## src/core/atr_pkg.sv

```systemverilog
package atr_pkg;
    // Fixed ATR frame layout sent by the card end
    localparam logic [7:0] TS_DIRECT    = 8'h3b;
    localparam logic [7:0] T0_FORMAT    = 8'h97;  // TA1 and TD1 follow, seven historical bytes
    localparam logic [7:0] TD1_BYTE     = 8'h80;  // TD2 follows, T=0 offered
    localparam logic [7:0] TD2_BYTE     = 8'h3f;  // TA3 and TB3 follow, T=15
    localparam logic [7:0] CAT_COMPACT  = 8'h80;
    localparam logic [7:0] TAG_SERVICE  = 8'h31;
    localparam logic [7:0] TAG_CAPS     = 8'h73;
    localparam logic [3:0] ATR_LAST     = 4'he;   // Index of the check byte
    localparam logic [3:0] HIST_LEN     = 4'h7;
    // Presence nibble bits of T0 and TDi
    localparam int         PRES_TA      = 0;
    localparam int         PRES_TB      = 1;
    localparam int         PRES_TD      = 3;
    localparam logic [3:0] PROTO_GLOBAL = 4'hf;
    // First TB after T=15
    localparam logic [7:0] TB15_NONE    = 8'h00;
    localparam logic [7:0] TB15_LOWIMP  = 8'hb4;
    // Transmission factor codes, FI in the high nibble and DI in the low one
    localparam logic [7:0] FIDI_DEFAULT = 8'h11;
    localparam logic [7:0] FIDI_512_8   = 8'h94;
    localparam logic [7:0] FIDI_512_16  = 8'h95;
    localparam logic [3:0] FI_FOR_D64   = 4'h9;
    localparam logic [3:0] DI_D64       = 4'h7;
    // Parameter selection frame
    localparam logic [7:0] PPSS_BYTE    = 8'hff;
    localparam logic [7:0] PPS0_PPS1    = 8'h10;
    localparam logic [7:0] PPS0_PPS2    = 8'h20;
    localparam logic [2:0] PPS_LAST     = 3'h4;

    typedef enum logic [1:0] {
        C_HOLD = 2'b00,
        C_ATR  = 2'b01,
        C_DATA = 2'b10
    } card_state_t;

    typedef enum logic [2:0] {
        T_IDLE = 3'b000,
        T_TS   = 3'b001,
        T_IF   = 3'b010,
        T_HIST = 3'b011,
        T_TCK  = 3'b100,
        T_DONE = 3'b101,
        T_PPS  = 3'b110
    } term_state_t;
endpackage : atr_pkg

```

## src/core/atr_link_if.sv

```systemverilog
`timescale 1ns/1ps
// Byte-level view of the reset line and the half-duplex I/O line
interface atr_link_if;
    logic       cardRst;
    logic       c2tValid;
    logic [7:0] c2tData;
    logic       c2tReady;
    logic       t2cValid;
    logic [7:0] t2cData;
    logic       t2cReady;

    modport card (input cardRst, output c2tValid, output c2tData, input c2tReady,
                  input t2cValid, input t2cData, output t2cReady);
    modport term (output cardRst, input c2tValid, input c2tData, output c2tReady,
                  output t2cValid, output t2cData, input t2cReady);
endinterface : atr_link_if

```

## src/core/atr_term_end.sv

```systemverilog
`timescale 1ns/1ps
module atr_term_end (
    input  wire logic       clk_sys,
    input  wire logic       reset,
    atr_link_if.term        link,
    input  wire logic       resetReq,
    input  wire logic       hostD64,
    input  wire logic       hostLowImp,
    input  wire logic [7:0] hostMaxFiDi,
    input  wire logic       ppsStart,
    output logic            atrOk,
    output logic            atrError,
    output logic [7:0]      ta1,
    output logic            d64Sel,
    output logic            tb15Present,
    output logic            lowImpAvail,
    output logic            tb15Reserved,
    output logic [15:0]     protoSeen,
    output logic            ppsBusy,
    output logic            userRxValid,
    output logic [7:0]      userRxData
);
    atr_pkg::term_state_t state;
    logic [3:0] need;
    logic [3:0] grp;
    logic [3:0] histLeft;
    logic [7:0] tck;
    logic       tckReq;
    logic       glob;
    logic [7:0] tb15;
    logic [2:0] ppsIdx;
    logic [7:0] ppsByte;
    logic [7:0] pps1;
    logic [7:0] pps2;
    logic [7:0] pck;
    logic [1:0] tries;
    logic       got;
    logic [7:0] b;
    logic [3:0] restNeed;

    assign got           = link.c2tValid && link.c2tReady;
    assign b             = link.c2tData;
    assign link.c2tReady = (state != atr_pkg::T_IDLE) && (state != atr_pkg::T_PPS); // RQ2
    assign link.cardRst  = resetReq || (state == atr_pkg::T_IDLE);
    assign ppsBusy       = (state == atr_pkg::T_PPS);
    // Presence bits left once the lowest pending one is consumed
    assign restNeed      = need & (need - 4'h1);

    ////////////////////////////////////////////////////////////////////////////////
    // Parser walks each group by its presence bits, then history, then TCK
    always_ff @(posedge clk_sys or posedge reset) begin
        if (reset) begin
            state    <= atr_pkg::T_IDLE;
            need     <= 4'h0;
            grp      <= 4'h0;
            histLeft <= 4'h0;
            atrOk    <= 1'b0;
            atrError <= 1'b0;
        end else if (resetReq) begin
            state    <= atr_pkg::T_TS;
            atrOk    <= 1'b0;
            atrError <= 1'b0;
        end else begin
            unique case (state)
                atr_pkg::T_IDLE: state <= atr_pkg::T_IDLE;
                atr_pkg::T_TS: if (got) begin
                    need     <= 4'b1000;       // T0 treated as a TD
                    grp      <= 4'h0;
                    atrError <= (b != atr_pkg::TS_DIRECT);
                    state    <= atr_pkg::T_IF;
                end
                atr_pkg::T_IF: if (got) begin
                    if (need[atr_pkg::PRES_TD] && restNeed == 4'h0) begin
                        need <= b[7:4];                                // RQ17
                        grp  <= grp + 4'h1;
                        if (grp == 4'h0) begin
                            histLeft <= b[3:0];
                        end
                        // History always follows; a zero count is skipped below
                        if (b[7:4] == 4'h0) begin
                            state <= atr_pkg::T_HIST;
                        end
                    end else begin
                        need <= restNeed;                              // RQ2
                        if (restNeed == 4'h0) begin
                            state <= atr_pkg::T_HIST;                  // RQ17
                        end
                    end
                end
                atr_pkg::T_HIST: if (got) begin
                    histLeft <= histLeft - 4'h1;
                    if (histLeft == 4'h1) begin
                        state <= atr_pkg::T_TCK;
                    end
                end
                atr_pkg::T_TCK: if (got || !tckReq) begin
                    state    <= atr_pkg::T_DONE;
                    atrOk    <= !atrError && (!tckReq || (tck ^ b) == 8'h00); // RQ17
                    atrError <= atrError || (tckReq && (tck ^ b) != 8'h00);
                end
                atr_pkg::T_DONE: if (ppsStart) begin
                    state <= atr_pkg::T_PPS;
                end
                // A frame without PPS2 ends one byte earlier
                default: if (link.t2cReady && (ppsIdx == atr_pkg::PPS_LAST ||
                                               (ppsIdx == 3'h3 && !tb15Present))) begin
                    state <= atr_pkg::T_DONE;
                end
            endcase
            // History count of zero skips straight to TCK
            if (state == atr_pkg::T_HIST && histLeft == 4'h0) begin
                state <= atr_pkg::T_TCK;
            end
        end
    end

    ////////////////////////////////////////////////////////////////////////////////
    // Field capture while walking the interface bytes
    always_ff @(posedge clk_sys or posedge reset) begin
        if (reset) begin
            ta1       <= atr_pkg::FIDI_DEFAULT;
            tb15      <= atr_pkg::TB15_NONE;
            tb15Present <= 1'b0;
            glob      <= 1'b0;
            tckReq    <= 1'b0;
            protoSeen <= 16'h0000;
            tck       <= 8'h00;
        end else if (state == atr_pkg::T_TS) begin
            ta1       <= atr_pkg::FIDI_DEFAULT;
            tb15Present <= 1'b0;
            glob      <= 1'b0;
            tckReq    <= 1'b0;
            protoSeen <= 16'h0000;
            tck       <= 8'h00;
        end else if (got && state != atr_pkg::T_DONE) begin
            tck <= tck ^ b;
            if (state == atr_pkg::T_IF && need[atr_pkg::PRES_TA] && grp == 4'h1) begin
                ta1 <= b;
            end
            if (state == atr_pkg::T_IF && !need[atr_pkg::PRES_TA] &&
                need[atr_pkg::PRES_TB] && glob && !tb15Present) begin
                tb15        <= b;                                      // RQ11
                tb15Present <= 1'b1;
            end
            if (state == atr_pkg::T_IF && need[atr_pkg::PRES_TD] && restNeed == 4'h0 &&
                grp != 4'h0) begin
                protoSeen[b[3:0]] <= 1'b1;
                tckReq <= tckReq || (b[3:0] != 4'h0);
                // Only TD2 onward may open the global section
                glob   <= (b[3:0] == atr_pkg::PROTO_GLOBAL) && grp >= 4'h2; // RQ11
            end
        end
    end

    ////////////////////////////////////////////////////////////////////////////////
    // Decoded indications
    assign d64Sel       = (ta1 == {atr_pkg::FI_FOR_D64, atr_pkg::DI_D64}); // RQ10
    assign lowImpAvail  = tb15Present &&
                          ((tb15 & atr_pkg::TB15_LOWIMP) == atr_pkg::TB15_LOWIMP); // RQ13
    assign tb15Reserved = tb15Present && !lowImpAvail &&
                          (tb15 != atr_pkg::TB15_NONE);                // RQ14

    ////////////////////////////////////////////////////////////////////////////////
    // Selection request: TA1 if usable, else top speed once, then default
    function automatic logic usable(input logic [7:0] f, input logic d64);
        return (f == atr_pkg::FIDI_DEFAULT) || (f == atr_pkg::FIDI_512_8) ||
               (f == atr_pkg::FIDI_512_16) || (d64 && f == {atr_pkg::FI_FOR_D64,
               atr_pkg::DI_D64});                                      // RQ7 RQ10
    endfunction : usable

    assign pps1 = usable(ta1, hostD64) ? ta1 :
                  (tries == 2'h0) ? hostMaxFiDi : atr_pkg::FIDI_DEFAULT;  // RQ8 RQ15
    assign pps2 = (hostLowImp && lowImpAvail) ? atr_pkg::TB15_LOWIMP
                                              : atr_pkg::TB15_NONE;    // RQ16
    assign pck  = atr_pkg::PPSS_BYTE ^ atr_pkg::PPS0_PPS1 ^
                  (tb15Present ? (atr_pkg::PPS0_PPS2 ^ pps2) : 8'h00) ^ pps1;

    always_comb begin
        unique case (ppsIdx)
            3'h0:    ppsByte = atr_pkg::PPSS_BYTE;
            3'h1:    ppsByte = atr_pkg::PPS0_PPS1 |
                               (tb15Present ? atr_pkg::PPS0_PPS2 : 8'h00); // RQ16
            3'h2:    ppsByte = pps1;
            3'h3:    ppsByte = tb15Present ? pps2 : pck;
            default: ppsByte = pck;
        endcase
    end

    assign link.t2cValid = (state == atr_pkg::T_PPS);
    assign link.t2cData  = ppsByte;

    // PPS2 absent: index 3 carries PCK right after PPS1 and the frame ends there
    always_ff @(posedge clk_sys or posedge reset) begin
        if (reset) begin
            ppsIdx <= 3'h0;
            tries  <= 2'h0;
        end else if (state == atr_pkg::T_TS) begin
            ppsIdx <= 3'h0;
            tries  <= 2'h0;
        end else if (state == atr_pkg::T_PPS && link.t2cReady) begin
            if (ppsIdx == atr_pkg::PPS_LAST || (ppsIdx == 3'h3 && !tb15Present)) begin
                ppsIdx <= 3'h0;
                tries  <= (tries == 2'h3) ? tries : tries + 2'h1;
            end else begin
                ppsIdx <= ppsIdx + 3'h1;
            end
        end
    end

    ////////////////////////////////////////////////////////////////////////////////
    // After the answer, card bytes go to the user
    always_ff @(posedge clk_sys or posedge reset) begin
        if (reset) begin
            userRxValid <= 1'b0;
            userRxData  <= 8'h00;
        end else begin
            userRxValid <= got && state == atr_pkg::T_DONE;
            if (got && state == atr_pkg::T_DONE) begin
                userRxData <= b;
            end
        end
    end
endmodule : atr_term_end

```

## src/flat_wrapper.sv

```systemverilog
// flat-port wrapper written by rule: the top's interface ports become plain ports
module atr_term_end_flat 
  (clk_sys, reset, resetReq, hostD64, hostLowImp, hostMaxFiDi, ppsStart, atrOk, atrError, ta1, d64Sel, tb15Present, lowImpAvail, tb15Reserved, protoSeen, ppsBusy, userRxValid, userRxData, link_cardRst, link_c2tValid, link_c2tData, link_c2tReady, link_t2cValid, link_t2cData, link_t2cReady);
  atr_link_if link_i ();
  input  wire logic clk_sys;
  input  wire logic reset;
  input  wire logic resetReq;
  input  wire logic hostD64;
  input  wire logic hostLowImp;
  input  wire logic [7:0] hostMaxFiDi;
  input  wire logic ppsStart;
  output logic atrOk;
  output logic atrError;
  output logic [7:0] ta1;
  output logic d64Sel;
  output logic tb15Present;
  output logic lowImpAvail;
  output logic tb15Reserved;
  output logic [15:0] protoSeen;
  output logic ppsBusy;
  output logic userRxValid;
  output logic [7:0] userRxData;
  output wire logic [$bits(link_i.cardRst)-1:0] link_cardRst;
  input wire logic [$bits(link_i.c2tValid)-1:0] link_c2tValid;
  input wire logic [$bits(link_i.c2tData)-1:0] link_c2tData;
  output wire logic [$bits(link_i.c2tReady)-1:0] link_c2tReady;
  output wire logic [$bits(link_i.t2cValid)-1:0] link_t2cValid;
  output wire logic [$bits(link_i.t2cData)-1:0] link_t2cData;
  input wire logic [$bits(link_i.t2cReady)-1:0] link_t2cReady;
  assign link_cardRst = link_i.cardRst;
  assign link_i.c2tValid = link_c2tValid;
  assign link_i.c2tData = link_c2tData;
  assign link_c2tReady = link_i.c2tReady;
  assign link_t2cValid = link_i.t2cValid;
  assign link_t2cData = link_i.t2cData;
  assign link_i.t2cReady = link_t2cReady;
  atr_term_end u_core (.clk_sys(clk_sys), .reset(reset), .link(link_i), .resetReq(resetReq), .hostD64(hostD64), .hostLowImp(hostLowImp), .hostMaxFiDi(hostMaxFiDi), .ppsStart(ppsStart), .atrOk(atrOk), .atrError(atrError), .ta1(ta1), .d64Sel(d64Sel), .tb15Present(tb15Present), .lowImpAvail(lowImpAvail), .tb15Reserved(tb15Reserved), .protoSeen(protoSeen), .ppsBusy(ppsBusy), .userRxValid(userRxValid), .userRxData(userRxData));
endmodule
```

## config.mk

```make
export PLATFORM = sky130hd
export DESIGN_NAME = atr_term_end_flat
export DESIGN_NICKNAME = d
export VERILOG_FILES = /design/src/core/atr_pkg.sv /design/src/core/atr_link_if.sv /design/src/core/atr_term_end.sv /design/src/flat_wrapper.sv
export SDC_FILE = /design/constraint.sdc
export NUM_CORES = 1
export LEC_CHECK = 0
export BUFFER_PORTS_ARGS = -buffer_cell sky130_fd_sc_hd__buf_4
export CORE_ASPECT_RATIO = 0.6
export CORE_MARGIN = 3
export CORE_UTILIZATION = 50
export CTS_CLUSTER_DIAMETER = 100
export DETAILED_ROUTE_END_ITERATION = 6
export PLACE_DENSITY = 0.81
export SETUP_SLACK_MARGIN = 0.2
export SLEW_MARGIN = 20
export SYNTH_ARGS = -nofsm -noshare
export SYNTH_HDL_FRONTEND = slang
export SYNTH_SLANG_ARGS = --single-unit
```

## constraint.sdc

```tcl
create_clock -name clk_sys -period 3.9 [get_ports clk_sys]
set_input_delay 0.195 -clock clk_sys [delete_from_list [all_inputs] [get_ports clk_sys]]
set_output_delay 0.195 -clock clk_sys [all_outputs]
set_load 0.1 [all_outputs]
```

==> metrics.txt, run 1 <==
Synth Warn # 0; final setup vio count 0; clock sinks 74; io pins 75; synth unique cells 65; hold_ws -0.00547 ns; static leakage 2.46 nW; clk buf depth 2; global-route wire length before repair approximately 18 mm; type of element capturing the critical path output pin; Slew @ Worst Pin 0.920 ns; VDD IR max around 870 uV; Worst Path Arrival ~2.7 ns; Post-Synthesis Cell Area 4200 um^2; core area ~8000 um^2; postcts setup bufs 0; latest clock arrival within the worst-skew pair approximately 0.34 ns; Syn Inst Count 439; Resized Gates After CTS 0; via count ~3700; Total Routing Usage GR 23.3%; Synth area leaders dfrtp_1, nor2_1, mux2_2, ha_1, mux2i_1; Total Power approximately 3.2 mW; antenna diode count 0; Crit path largest cell delay around 0.57 ns; Starting Density a little over half; Async S/R FF share, synth 100%; Seq/Total Area, Yosys around 44%; power density over cell area ~630 nW/um^2; Post-Syn Nets about 480; status finished, violations left; Final period util 75.0%; DRT Pass-1 Iters 5; worst slack, placed roughly 1.3 ns; Max-Cap Viols 0; WP buf/inv 1; CP max-delay cell dfstp_2; number of port buffers 74; worst min-delay path class primary input to asynchronous set/reset pin; CP Data Required Time approximately 3.7 ns; failing checks hold timing; Final GP Congestion ~0.89; Main synth FF type dfrtp_1; Util after Layout 64.6%; worst-path cell chain or3b_2 -> o22ai_1 -> a21oi_1 -> and2_1 -> o32ai_2 -> buf_4; Startpoint Class flop; total gr overflow 0; layout cell share with drive strength beyond 1 about a quarter; critical path class flop to output pin; hold_buf cts 0; DR WL/cell around 18 um; Area Growth Syn to Fin 23.0%; CTS tree built; die area about 9600 um^2; final slew viol count 0; largest net degree at the start of global routing 50; H-tree Lvls 3; setup_tns 0 ns; leading area contributor after synthesis dfrtp_1; die width about 120 um; die height ~77 um; Critical Path Fanout Max 6; Post-DRT Antenna Nets 0; Synth top area share a little over two fifths; worst setup margin 0.976 ns; flops & latches, synth 74; DR vias/cell approximately 5.9; Hold Vio Cnt, Final 4; Crit path max-delay family compound AO/OA/AOI/OAI gates; Remaining DRCs 0; Layout Skew between 0.005 and 0.006 ns; number of enable flip-flop cells after synthesis 0; root buf cell clkbuf_16; final worst path period need 2.92 ns; vias in the first global route between 3000 and 4000; DR iter-0 viols 271; antenna violations before repair 0; clock-pin slew on the worst setup and hold paths ~0.060 ns; Avg Cell Area, Syn 9.57 um^2; final WL roughly 11 mm; fmax approximately 340 MHz; fin nets ~540; hpwl dp approximately 7.9 mm; CTS buffer count 9; number of core rows 25; Max-slew headroom between 30% and 40%; RSZ-0062 raised after global routing false
[per-layer routing]
metal  vias up  global-route usage, %  share of wire [%]
met5         -                      0                  0
met4         0                   6.67                1.1
met3        13                   7.59                8.8
met2       171                   34.9                 44
met1      1770                   32.5                 46
li1       1697                      -                  -
[cell type report]
| class | instances | area, um^2 |
|---|---|---|
| fillers | 651 | 2840 |
| multi-input cells | 325 | 2220 |
| flip-flops and latches | 74 | 1850 |
| repair buffers | 76 | 571 |
| clock buffers | 10 | 239 |
| well taps | 108 | 135 |
| clock inverters | 6 | 90.1 |
| inverters | 16 | 61.3 |
[registers in the layout (all words and copies together), names as in the netlist]
signal              flops
u_core.protoSeen       16
u_core.ppsIdx           3
u_core.histLeft         4
u_core.userRxData       8
u_core.tb15Present      1
u_core.tck              8
u_core.tries            2
u_core.ta1              8
u_core.tb15             8
u_core.need             4
u_core.atrError         1
u_core.state            3
u_core.atrOk            1
u_core.glob             1
u_core.tckReq           1
u_core.grp              4
u_core.userRxValid      1
[synthesized netlist by cell type, drive strengths merged, types with 2 or more instances]
master	number
inv	16
dfstp	2
o211ai	4
xnor2	9
buf	9
a31oi	8
nor4	6
xor2	5
nor3b	12
a211o	2
a311oi	2
clkbuf	15
nand3b	2
or4	2
or4b	2
mux2i	16
a221oi	3
and2	3
nand2b	13
dfrtp	72
nor3	12
nand2	24
ha	13
a21oi	30
nor2	53
nor2b	6
or3	3
a21o	13
o22ai	2
nand3	9
a21boi	2
mux2	16
o21ai	24
a22o	5
nand4	3
[power by group]
group	switching, mW	total [mW]	internal [mW]
clock network	0.328	0.906	0.578
registers	0.184	1.09	0.901
logic	0.868	1.26	0.391
[cell families after synthesis]
| family | after synthesis | synth area share, % |
|---|---|---|
| AOI/OAI and AO/OA | 107 | 16.3 |
| xor gates and xnor gates | 14 | 2.92 |
| and+or+nand+nor | 158 | 20.3 |
| adders and majority gates | 14 | 4.11 |
| DFF | 74 | 44.1 |
| buffers and inverters | 40 | 4.11 |
| muxes | 32 | 8.10 |
[placed cells by master, fill, tap and decap left out, types with 3 or more instances in the layout]
master,n
nor2b_1,6
a31oi_1,8
mux2i_2,6
a21oi_1,30
xnor2_1,9
nor3_1,8
nor3_2,3
dfrtp_1,72
a22o_1,4
buf_4,76
nand2b_1,13
or3_1,3
mux2_2,16
nand4_1,3
xor2_1,5
nand2_1,24
nand3_1,9
nor3b_1,11
clkbuf_16,9
ha_1,13
nor2_1,52
o211ai_1,4
a221oi_1,3
inv_1,15
nor4_1,5
o21ai_0,24
mux2i_1,10
and2_1,3
a21o_1,13
[stage by stage]
step	instance area [um^2]	hold WS, ns	cells
detailed placement	4840	0.457	599
global route	5170	0.0766	615
CTS	5170	0.0940	615
global placement	4840	0.454	599
floorplan	4240	0.346	439
finish	5170	-0.00547	615
[final timing paths]
kind	slack, ns	start	to	cells after the start
max	0.98	u_core.ta1[0]$_DFFE_PP1P_	link_t2cData[5]	6
min in group clk_sys	0.11	resetReq	u_core.state[2]$_DFFE_PP0P_	2
min	-0.005	reset	u_core.userRxData[2]$_DFFE_PP0P_	2
max in group asynchronous	3.03	reset	u_core.ta1[4]$_DFFE_PP1P_	3
min reg2reg	0.50	u_core.protoSeen[15]$_DFFE_PP0P_	u_core.protoSeen[15]$_DFFE_PP0P_	2
max reg2reg	1.46	u_core.ppsIdx[2]$_DFFE_PP0P_	u_core.tries[1]$_DFFE_PP0P_	7
Power figures use the tool's default switching activity.
==> inputs of run 2 (changes only) <==
clock period = 3 ns   (was 3.9 ns; I/O delays follow)
==> metrics.txt, run 2 (synthesis results as in run 1) <==
Final GP Congestion 0.910 (+1.9%); Area Growth Syn to Fin 27.2%; Starting Density 52.5% (unchanged); latest clock arrival within the worst-skew pair 0.34 ns (about the same); clk buf depth 2 (unchanged); DR iter-0 viols 253 (-6.6%); type of element capturing the critical path output pin; Largest Register u_core.protoSeen; vias in the first global route 3775 (+7.2%); final setup vio count 0 (unchanged); layout cell share with drive strength beyond 1 29.7% (+3.7 points); worst min-delay path class primary input to asynchronous set/reset pin; CTS tree built; Remaining DRCs 0 (unchanged); Startpoint Class flop; DR WL/cell 18.8 um (+4.7%); max FFs per register 16 (unchanged); status completed; largest net degree at the start of global routing 45 (-10%); fin nets 545 (+1.1%); critical path class flop to output pin; VDD IR max 860 uV (-1.7%); CP Data Required Time 2.85 ns (-0.85 ns); die area 9580 um^2 (unchanged); Max-slew headroom 36.5% (-1.6 points); Storage cell area 1870 um^2 (+0.81%); via count 3736 (+2.3%); core area 8010 um^2 (unchanged); io pins 75 (unchanged); Worst Path Arrival 2.60 ns (-0.13 ns); area taken by multi-input logic gates 2350 um^2 (+5.9%); worst-path cell chain or3b_2 -> o31a_1 -> a21oi_2 -> mux2i_4 -> buf_6; total gr overflow 0 (unchanged); die height 77.0 um (unchanged); Crit path largest cell delay 0.64 ns (+0.07 ns); final slew viol count 0 (unchanged); fmax about 360 MHz; Max-Cap Viols 0 (unchanged); Total Routing Usage GR 24.6% (+1.3 points); power density over cell area 773 nW/um^2 (+23%); number of fill cells 648 (-0.46%); hold_ws 0.0365 ns (+0.0420 ns); RSZ-0062 raised after global routing true; die width 124 um (unchanged); static leakage 2.51 nW (+2.0%); CTS buffer count 9 (unchanged); hold_buf cts 0 (unchanged); most common cell after layout, fill and taps aside buf_4; antenna violations before repair 0 (unchanged); Finished Cell Area 5340 um^2 (+3.4%); Post-DRT Antenna Nets 0 (unchanged); Layout Skew 0.00759 ns (+0.00205 ns); final WL 11.6 mm (+5.4%); Slew @ Worst Pin 0.952 ns (+0.0317 ns); Critical Path Fanout Max 6 (unchanged); clock-pin slew on the worst setup and hold paths 0.06 ns (about the same); post-route insts no fill 619 (+0.65%); worst setup margin 0.246 ns (-0.729 ns); DRT Pass-1 Iters 5 (unchanged); number of core rows 25 (unchanged); placed inst area 4990 um^2 (+3.1%); hpwl dp 8.12 mm (+2.8%); final worst path period need approximately 2.8 ns; CP max-delay cell dfstp_4; DR vias/cell 6.04 (+1.7%); H-tree Lvls 3 (unchanged); worst slack, placed 0.465 ns (-0.871 ns); most frequent cells in the layout buf_4, dfrtp_1, nor2_1; global-route wire length before repair 19.0 mm (+6.3%); number of port buffers 74 (unchanged); clock sinks 74 (unchanged); antenna diode count 0 (unchanged); Hold Vio Cnt, Final 0 (-4); Final period util between 90 and 100%; placed insts 605 (+1.0%); root buf cell clkbuf_16
-- run 2: timing repair --
item | CTS | global route
setup endpoints to repair | 4 | 7
gates resized for setup | 4 | 12
pin swaps | 0 | 1
setup buffers | 0 | 0
-- run 2: path summary, 6_finish.rpt --
check | startpoint | endpoint | slack (ns) | depth (start not counted)
max in group asynchronous | reset | u_core.protoSeen[12]$_DFFE_PP0P_ | 2.15 | 3
hold reg to reg | u_core.userRxData[5]$_DFFE_PP0P_ | u_core.userRxData[5]$_DFFE_PP0P_ | 0.51 | 1
min in group clk_sys | resetReq | u_core.atrOk$_DFFE_PP0P_ | 0.04 | 2
hold / removal | reset | u_core.histLeft[0]$_DFFE_PP0P_ | 0.04 | 2
setup / recovery | u_core.ta1[0]$_DFFE_PP1P_ | link_t2cData[7] | 0.25 | 5
setup reg to reg | u_core.ppsIdx[2]$_DFFE_PP0P_ | u_core.tries[1]$_DFFE_PP0P_ | 0.46 | 7
-- run 2: critical path, delay by kind of cell (launching register included) --
kind            cells  cell delay [ns]
flops               1             0.64
compound gates      2             0.59
simple gates        1             0.51
mux                 1             0.27
buf+inv             1             0.25
-- run 2: layout make-up --
| class | instances | area share [%] |
|---|---|---|
| multi-input combinational | 325 | 44.0 |
| inverter | 16 | 1.12 |
| timing repair buffer | 82 | 12.1 |
| tap | 108 | 2.53 |
| clock buffer | 9 | 4.21 |
| sequential | 74 | 35.0 |
| clock inverter | 5 | 1.08 |
-- run 2: where the power goes --
part           internal, mW  switching, mW  leakage, nW
sequential             1.17          0.199        0.986
combinational         0.525           1.20         1.38
clock                 0.633          0.400        0.141
total                  2.33           1.80         2.51
-- run 2: layer usage --
metal | GRT usage, % | part of all wire, % | up-vias
met4 | 5.91 | 0.67 | 0
li1 | - | - | 1704
met3 | 7.52 | 7.9 | 12
met5 | 0 | 0 | -
met1 | 33.5 | 45 | 1852
met2 | 38.9 | 46 | 168
-- run 2: metrics by stage --
| step | util (%) | power [mW] | setup TNS, ns |
|---|---|---|---|
| after floorplan | - | 2.68 | -0.223 |
| after global placement | 62.3 | 3.01 | 0 |
| after detailed placement | 62.3 | 3.07 | 0 |
| after CTS | 66.0 | 4.13 | 0 |
| after global routing | 66.7 | 4.34 | 0 |
| final | 66.7 | 4.13 | 0 |
